<file path="src/design/nbr_pkg.sv">
package nbr_pkg;

  // Widths and array sizes
  localparam int NIBBLE_W      = 4;
  localparam int REG_COUNT     = 4;
  localparam int MAIN_CHARS    = 16;
  localparam int STATUS_CHARS  = 4;
  localparam int MAIN_DEPTH    = REG_COUNT * MAIN_CHARS;
  localparam int STATUS_DEPTH  = REG_COUNT * STATUS_CHARS;

  // Subcycle numbering inside one instruction cycle of eight
  localparam logic [2:0] SUB_FIRST      = 3'h0;
  localparam logic [2:0] SUB_MEM_TWO    = 3'h4;
  localparam logic [2:0] SUB_EXEC_ZERO  = 3'h5;
  localparam logic [2:0] SUB_EXEC_ONE   = 3'h6;
  localparam logic [2:0] SUB_EXEC_TWO   = 3'h7;

  // Operation field codes seen on the bus in the memory subcycle
  localparam logic [3:0] OP_WRITE_MAIN   = 4'h0;
  localparam logic [3:0] OP_WRITE_PORT   = 4'h1;
  localparam logic [3:0] OP_WRITE_ROMP   = 4'h2;
  localparam logic [3:0] OP_WRITE_PROG   = 4'h3;
  localparam logic [3:0] OP_SUB_MEM      = 4'h8;
  localparam logic [3:0] OP_READ_MAIN    = 4'h9;
  localparam logic [3:0] OP_READ_ROMP    = 4'hA;
  localparam logic [3:0] OP_ADD_MEM      = 4'hB;

  // Field positions
  localparam int DIR_BIT        = 3;
  localparam int STATUS_GRP_BIT = 2;

  // Reset values
  localparam logic [3:0] NIBBLE_RST = 4'h0;
  localparam logic [1:0] INDEX_RST  = 2'h0;

  // Clear-on-reset needs this many instruction cycles on the real pin
  localparam int RESET_INSTR_CYCLES = 32;

endpackage

</file>
<file path="src/design/nbr_ram_port.sv">
`timescale 1ns/10ps
module nbr_ram_port
  import nbr_pkg::*;
#(
  // Metal option: upper chip-number bit this part answers to
  parameter logic CHIP_OPTION = 1'b0
) (
  // System
  input  wire logic       clk_sys,
  input  wire logic       nrst,
  // Processor timing
  input  wire logic       phaseTwo,
  input  wire logic       syncIn,
  input  wire logic       ramBankLine,
  // Strap
  input  wire logic       chipOptionPin,
  // Nibble bus, split into three signals
  input  wire logic [3:0] busIn,
  output logic      [3:0] busOut,
  output logic            busOe,
  // Output port
  output logic      [3:0] outputPortLines
);

  logic       stepPulse;
  logic [2:0] subIdx;
  logic [3:0] busCap;
  logic       bankCap;

  nbr_subcycle_timer u_timer (
    .clk_sys     (clk_sys),
    .nrst        (nrst),
    .phaseTwo    (phaseTwo),
    .syncIn      (syncIn),
    .ramBankLine (ramBankLine),
    .busIn       (busIn),
    .stepPulse   (stepPulse),
    .subIdx      (subIdx),
    .busCap      (busCap),
    .bankCap     (bankCap)
  );

  // Control state
  logic       selected;
  logic       selectPending;
  logic [1:0] regSel;
  logic [3:0] charSel;
  logic [3:0] opField;
  logic       opValid;

  // Storage: main characters indexed {register, character}
  logic [3:0] mainMem   [MAIN_DEPTH];
  logic [3:0] statusMem [STATUS_DEPTH];

  logic       next_selected;
  logic       next_selectPending;
  logic [1:0] next_regSel;
  logic [3:0] next_charSel;
  logic [3:0] next_opField;
  logic       next_opValid;
  logic [3:0] next_busOut;
  logic       next_busOe;
  logic [3:0] next_outputPortLines;
  logic [3:0] next_mainMem   [MAIN_DEPTH];
  logic [3:0] next_statusMem [STATUS_DEPTH];

  // Decoded access
  logic [5:0] mainAddr;
  logic [3:0] statusAddr;
  logic       isRead;
  logic       isMainRead;
  logic       isStatusRead;
  logic       isMainWrite;
  logic       isStatusWrite;
  logic       isPortWrite;
  logic       active;
  logic [1:0] myChip;

  assign myChip     = {CHIP_OPTION, chipOptionPin};
  assign mainAddr   = {regSel, charSel};
  assign statusAddr = {regSel, opField[1:0]};
  assign active     = opValid & selected;
  assign isRead     = opField[DIR_BIT];

  // Port reads and writes of other device families are ignored here
  always_comb begin
    isMainRead    = 1'b0;
    isStatusRead  = 1'b0;
    isMainWrite   = 1'b0;
    isStatusWrite = 1'b0;
    isPortWrite   = 1'b0;
    if (isRead) begin
      if (opField[STATUS_GRP_BIT]) begin
        isStatusRead = 1'b1;
      end else begin
        case (opField)
          OP_SUB_MEM:   isMainRead = 1'b1;
          OP_READ_MAIN: isMainRead = 1'b1;
          OP_ADD_MEM:   isMainRead = 1'b1;
          OP_READ_ROMP: isMainRead = 1'b0;
          default:      isMainRead = 1'b0;
        endcase
      end
    end else begin
      if (opField[STATUS_GRP_BIT]) begin
        isStatusWrite = 1'b1;
      end else begin
        case (opField)
          OP_WRITE_MAIN: isMainWrite = 1'b1;
          OP_WRITE_PORT: isPortWrite = 1'b1;
          OP_WRITE_ROMP: isPortWrite = 1'b0;
          OP_WRITE_PROG: isPortWrite = 1'b0;
          default:       isPortWrite = 1'b0;
        endcase
      end
    end
  end

  always_comb begin
    next_selected        = selected;
    next_selectPending   = selectPending;
    next_regSel          = regSel;
    next_charSel         = charSel;
    next_opField         = opField;
    next_opValid         = opValid;
    next_busOut          = busOut;
    next_busOe           = busOe;
    next_outputPortLines = outputPortLines;
    next_mainMem         = mainMem;
    next_statusMem       = statusMem;

    if (stepPulse) begin
      case (subIdx)
        SUB_MEM_TWO: begin
          // Bank line here means an I/O or memory instruction follows
          next_opValid = bankCap;
          if (bankCap) begin
            next_opField = busCap;
          end
        end
        SUB_EXEC_ZERO: begin
          // Drive read data from the start of exec one, from a flop
          if (active && (isMainRead || isStatusRead)) begin
            next_busOe = 1'b1;
            if (isMainRead) begin
              next_busOut = mainMem[mainAddr];
            end else begin
              next_busOut = statusMem[statusAddr];
            end
          end
        end
        SUB_EXEC_ONE: begin
          next_busOe = 1'b0;
          if (bankCap && !opValid) begin
            // Bank line without pending operation: register select
            next_selected      = (busCap[3:2] == myChip);
            next_regSel        = busCap[1:0];
            next_selectPending = 1'b1;
          end else begin
            next_selectPending = 1'b0;
          end
          if (active) begin
            if (isPortWrite) begin
              next_outputPortLines = busCap;
            end
            if (isMainWrite) begin
              next_mainMem[mainAddr] = busCap;
            end
            if (isStatusWrite) begin
              next_statusMem[statusAddr] = busCap;
            end
          end
          next_opValid = 1'b0;
        end
        SUB_EXEC_TWO: begin
          if (selectPending) begin
            next_charSel = busCap;
          end
          next_selectPending = 1'b0;
        end
        default: begin
          next_busOe = busOe;
        end
      endcase
    end
  end

  // Whole array cleared in one cycle; the real part needs many cycles
  always_ff @(posedge clk_sys) begin
    if (!nrst) begin
      selected        <= 1'b0;
      selectPending   <= 1'b0;
      regSel          <= INDEX_RST;
      charSel         <= NIBBLE_RST;
      opField         <= NIBBLE_RST;
      opValid         <= 1'b0;
      busOut          <= NIBBLE_RST;
      busOe           <= 1'b0;
      outputPortLines <= NIBBLE_RST;
      for (int i = 0; i < MAIN_DEPTH; i++) begin
        mainMem[i] <= NIBBLE_RST;
      end
      for (int j = 0; j < STATUS_DEPTH; j++) begin
        statusMem[j] <= NIBBLE_RST;
      end
    end else begin
      selected        <= next_selected;
      selectPending   <= next_selectPending;
      regSel          <= next_regSel;
      charSel         <= next_charSel;
      opField         <= next_opField;
      opValid         <= next_opValid;
      busOut          <= next_busOut;
      busOe           <= next_busOe;
      outputPortLines <= next_outputPortLines;
      mainMem         <= next_mainMem;
      statusMem       <= next_statusMem;
    end
  end

endmodule // nbr_ram_port

</file>
<file path="src/design/nbr_subcycle_timer.sv">
`timescale 1ns/10ps
module nbr_subcycle_timer
  import nbr_pkg::*;
(
  // System
  input  wire logic       clk_sys,
  input  wire logic       nrst,
  // Processor timing and bus
  input  wire logic       phaseTwo,
  input  wire logic       syncIn,
  input  wire logic       ramBankLine,
  input  wire logic [3:0] busIn,
  // Per-subcycle results
  output logic            stepPulse,
  output logic [2:0]      subIdx,
  output logic [3:0]      busCap,
  output logic            bankCap
);

  logic       phasePrev;
  logic       syncCap;
  logic       next_phasePrev;
  logic       next_syncCap;
  logic       next_bankCap;
  logic [3:0] next_busCap;
  logic [2:0] next_subIdx;

  // Subcycle ends when phase two falls; values held from its high part
  assign stepPulse = phasePrev & ~phaseTwo;

  always_comb begin
    next_phasePrev = phaseTwo;
    next_busCap    = busCap;
    next_bankCap   = bankCap;
    next_syncCap   = syncCap;
    next_subIdx    = subIdx;
    if (phaseTwo) begin
      next_busCap  = busIn;
      next_bankCap = ramBankLine;
      next_syncCap = syncIn;
    end
    // Framing pulse marks the last subcycle, so the next one is the first
    if (stepPulse) begin
      if (syncCap) begin
        next_subIdx = SUB_FIRST;
      end else begin
        next_subIdx = subIdx + 3'h1;
      end
    end
  end

  always_ff @(posedge clk_sys) begin
    if (!nrst) begin
      phasePrev <= 1'b0;
      busCap    <= NIBBLE_RST;
      bankCap   <= 1'b0;
      syncCap   <= 1'b0;
      subIdx    <= SUB_FIRST;
    end else begin
      phasePrev <= next_phasePrev;
      busCap    <= next_busCap;
      bankCap   <= next_bankCap;
      syncCap   <= next_syncCap;
      subIdx    <= next_subIdx;
    end
  end

endmodule // nbr_subcycle_timer

</file>
<file path="config.mk">
export PLATFORM = sky130hd
export DESIGN_NAME = nbr_ram_port
export DESIGN_NICKNAME = d
export VERILOG_FILES = /design/src/design/nbr_pkg.sv /design/src/design/nbr_ram_port.sv /design/src/design/nbr_subcycle_timer.sv
export SDC_FILE = /design/constraint.sdc
export NUM_CORES = 1
export LEC_CHECK = 0
export ABC_AREA = 1
export ABC_CLOCK_PERIOD_IN_PS = 2000
export CORE_ASPECT_RATIO = 1.75
export CORE_MARGIN = 2
export CORE_UTILIZATION = 40
export DETAILED_ROUTE_END_ITERATION = 16
export DONT_BUFFER_PORTS = 1
export RECOVER_POWER = 25
export SLEW_MARGIN = 20
export SYNTH_ARGS = -nofsm -noshare
export SYNTH_HDL_FRONTEND = slang
export SYNTH_HIERARCHICAL = 1
export SYNTH_SLANG_ARGS = --single-unit
</file>
<file path="constraint.sdc">
create_clock -name clk_sys -period 2 [get_ports clk_sys]
set_input_delay 0 -clock clk_sys [delete_from_list [all_inputs] [get_ports clk_sys]]
set_output_delay 0 -clock clk_sys [all_outputs]
set_load 0.005 [all_outputs]
</file>
==> results.md <==
* Status: finished with violations
* Failing checks: negative hold slack
* Overall die width at ~150 um
* Number of diodes at 0
* Pleak at between 7 and 8 nW
* Dpl hpwl at 29030 um
* Max_cap viols at 0
* WS Path Type: flop to flop
* Yosys top cell area share at 0.4538
* CTS Root Cell: clkbuf_16
* Crit end category: flop
* Worst slew pin tran at 0.7024 ns
* H-tree levels at 2
* Pre-CTS WS at -0.09519 ns
* Number of synthesized flops with an enable pin at 0
* Combinational share of power at 0.025
* Main area contributors after synthesis: dfxtp_1 (45%), o21ai_0 (12%), a21oi_1 (11%)
* Min-delay worst type: input pin to flop
* Top_reg_cell synth: dfxtp_1
* Fmax at 515.4 MHz
* Max layer used: met4
* Area of the multi-input gates at 0.006925 mm2
* Fin util at 0.4793
* DR vias/cell at 5.283
* Num rows at 95
* Mapped Cells at 2163
* Startpoint types: flop
* Tcrit/Tclk final at 0.9701
* Met3 wire len at 2101 um
* PortBufs at 0
* Max Buffers Root-to-Sink at 3
* Avg WL per Cell at around 17 um
* Post-Syn Nets at 2174
* DP Area at 0.01664 mm2
* Post-Layout Inst Area at 0.01840 mm2
* Cell type with the largest total area after synthesis: dfxtp_1
* Syn_area_per_cell at 7.179 um2
* Synthesized cell area at 0.01553 mm2
* Layout cells sized above 1 at 0.1185
* Psw at approximately 3 mW
* DIE HEIGHT at 264.6 um
* Core area at 0.03839 mm2
* # fillers at roughly 3700
* Final min period at approximately 1.9 ns
* GRT Total Usage at 0.2266
* I/O pin total at 19
* Count leader, synth: o21ai_0
* Initial Util at 0.4044
* PnR Total Power at 14.13 mW
* Setup violators final at 0
* #FFs+latches synth at 352
* Post-Route WL at roughly 48000 um
* Reg power frac at 0.497
* Slew Limit Fails at 0
* Yosys cell types at 38
* Largest net degree at the start of global routing at around 350
* CP Data Required Time at ~2.4 ns
* DRC at 0
* Critical path arrival at between 2 and 2.5 ns
* First-pass DRT Iterations at 8
* Post-route ant nets at 0
* Iteration-0 DRC Markers at 1074
* Post-synth ARST share at 0
* Cts bufs inserted at 34
* Most instantiated cells after synthesis: o21ai_0 (376), dfxtp_1 (352), a21oi_1 (346)
* CTS tree: done
* Number of synthesis warnings at 6
* Clock slew at reported path FFs at ~0.070 ns
* Layout area overhead at 18.50%
* Initial antenna violation count at 0
* Internal Power at 11.04 mW
* NumNets Final at 2248
* Maximum vdd drop at between 0.7 and 0.8 mV
* Die area at slightly above 0.04 mm2
* Post-synthesis sequential area ratio at 0.4538
* Max transition margin at 0.5317
* Cts hold-fix bufs at 21
* Clock latency on the worst-skew pair at 0.54 ns
* Routed metal-1 wirelength at 18500 um
* Vias in the first global route at 13848
* CTS Sinks at 352
* PwrDens at 767.8 mW/mm2
* DR WL met2 at 25670 um
* Clock share of power at 0.478
* First-pass GRT wire length at 73960 um
* CP max FO at 14
* Sw frac at 0.2186
* Placer Congestion at 0.8713
* Hold Slack at -0.3574 ns
* Hold Vio Cnt, Final at roughly 160
* Grt ovf at 0
* Vias at 14512
* Area occupied by registers at 0.007054 mm2
* Final Worst Setup Slack at approximately 0.06 ns
* Skew final at 0.01297 ns
stage by stage:
step	TNS (ns)	instances
2_1_floorplan	0	2163
3_3_place_gp	-0.2058	2646
3_5_place_dp	-0.1949	2646
4_1_cts	0	2731
5_1_grt	-0.03797	2747
6_report	0	2747
repair_timing:
action,4_1_cts,5_1_grt
pin swaps,2,12
endpoints found under the hold margin,352,332
setup buffers,1,11
setup endpoints to repair,4,238
resized for setup,12,36
gates cloned,2,5
layout make-up:
class	instances	share of cell area
clock buffer	46	0.05433
clock inverter	15	0.008704
inverter	274	0.05685
multi-input combinational	1412	0.3764
sequential	352	0.3834
tap	485	0.03298
timing repair buffer	163	0.08738
power by group through the flow:
| stage | Combinational [mW] | Clock [mW] | Sequential (mW) |
|---|---|---|---|
| floorplan | 0.263 | 0 | 7.18 |
| global placement | 0.312 | 0 | 7.18 |
| detailed placement | 0.314 | 0 | 7.18 |
| CTS | 0.348 | 6.89 | 7.02 |
| global route | 0.366 | 7.11 | 7.02 |
| finish | 0.350 | 6.75 | 7.02 |
path summary, 6_finish.rpt:
check / endpoint / depth (start not counted) / from / slack [ns]
hold / removal: charSel[1] / 2 / nrst / -0.36
setup / recovery: busOut[0] / 11 / charSel[0] / 0.06
setup reg to reg: busOut[0] / 11 / charSel[0] / 0.06
hold reg to reg: statusMem[23] / 2 / statusMem[23] / 0.45
cells in the final DEF, fill, tap and decap left out, types with 12 or more instances in the layout:
cell type	netlist	layout
o21ai_0	376	369
buf_12	0	14
nor2_2	3	13
nand2_1	310	310
clkbuf_16	0	41
a22oi_1	12	12
o22ai_1	18	18
buf_4	1	113
nor2_1	166	152
inv_1	268	261
dlygate4sd3_1	1	21
o21ai_1	10	14
or2_2	12	12
dfxtp_1	352	348
nor2_4	9	13
o211ai_1	36	36
a21oi_1	346	346
nand3_1	87	83
logic make-up (layout without fill, tap and decap cells):
family                   after synthesis  after routing  share of synthesized area
AO/OA/AOI/OAI                        802            802                     0.2689
adder cells (fa/ha/maj)                1              1                  0.0008057
buffers and inverters                399            498                     0.1061
flip-flops                           352            352                     0.4538
AND/OR/NAND/NOR                      609            609                     0.1703
worst max-delay path: stages (launching register included):
cell and delay, ns:
dfxtp_4 0.39, buf_12 0.16, clkbuf_16 0.17, or2_2 0.30, nand3_1 0.07, nand2_1 0.05, o21ai_1 0.16, nand2_1 0.12
nor2_4 0.14, nand3_2 0.10, nand2_1 0.09, a21oi_1 0.06
registers in the layout, summed over array words and instances (netlist names):
signal	cells
busOe	1
busOut	4
charSel	4
mainMem	256
opField	4
opValid	1
outputPortLines	4
regSel	2
selectPending	1
selected	1
statusMem	64
u_timer/bankCap	1
u_timer/busCap	4
u_timer/phasePrev	1
u_timer/subIdx	3
u_timer/syncCap	1
per-layer routing:
metal | up-vias | GRT usage
met1 | 6748 | 0.2522
met5 | - | 0
met2 | 363 | 0.4255
met4 | 0 | 0.1056
li1 | 7301 | -
met3 | 100 | 0.02697
No activity file was read; power rests on OpenSTA's default activity.
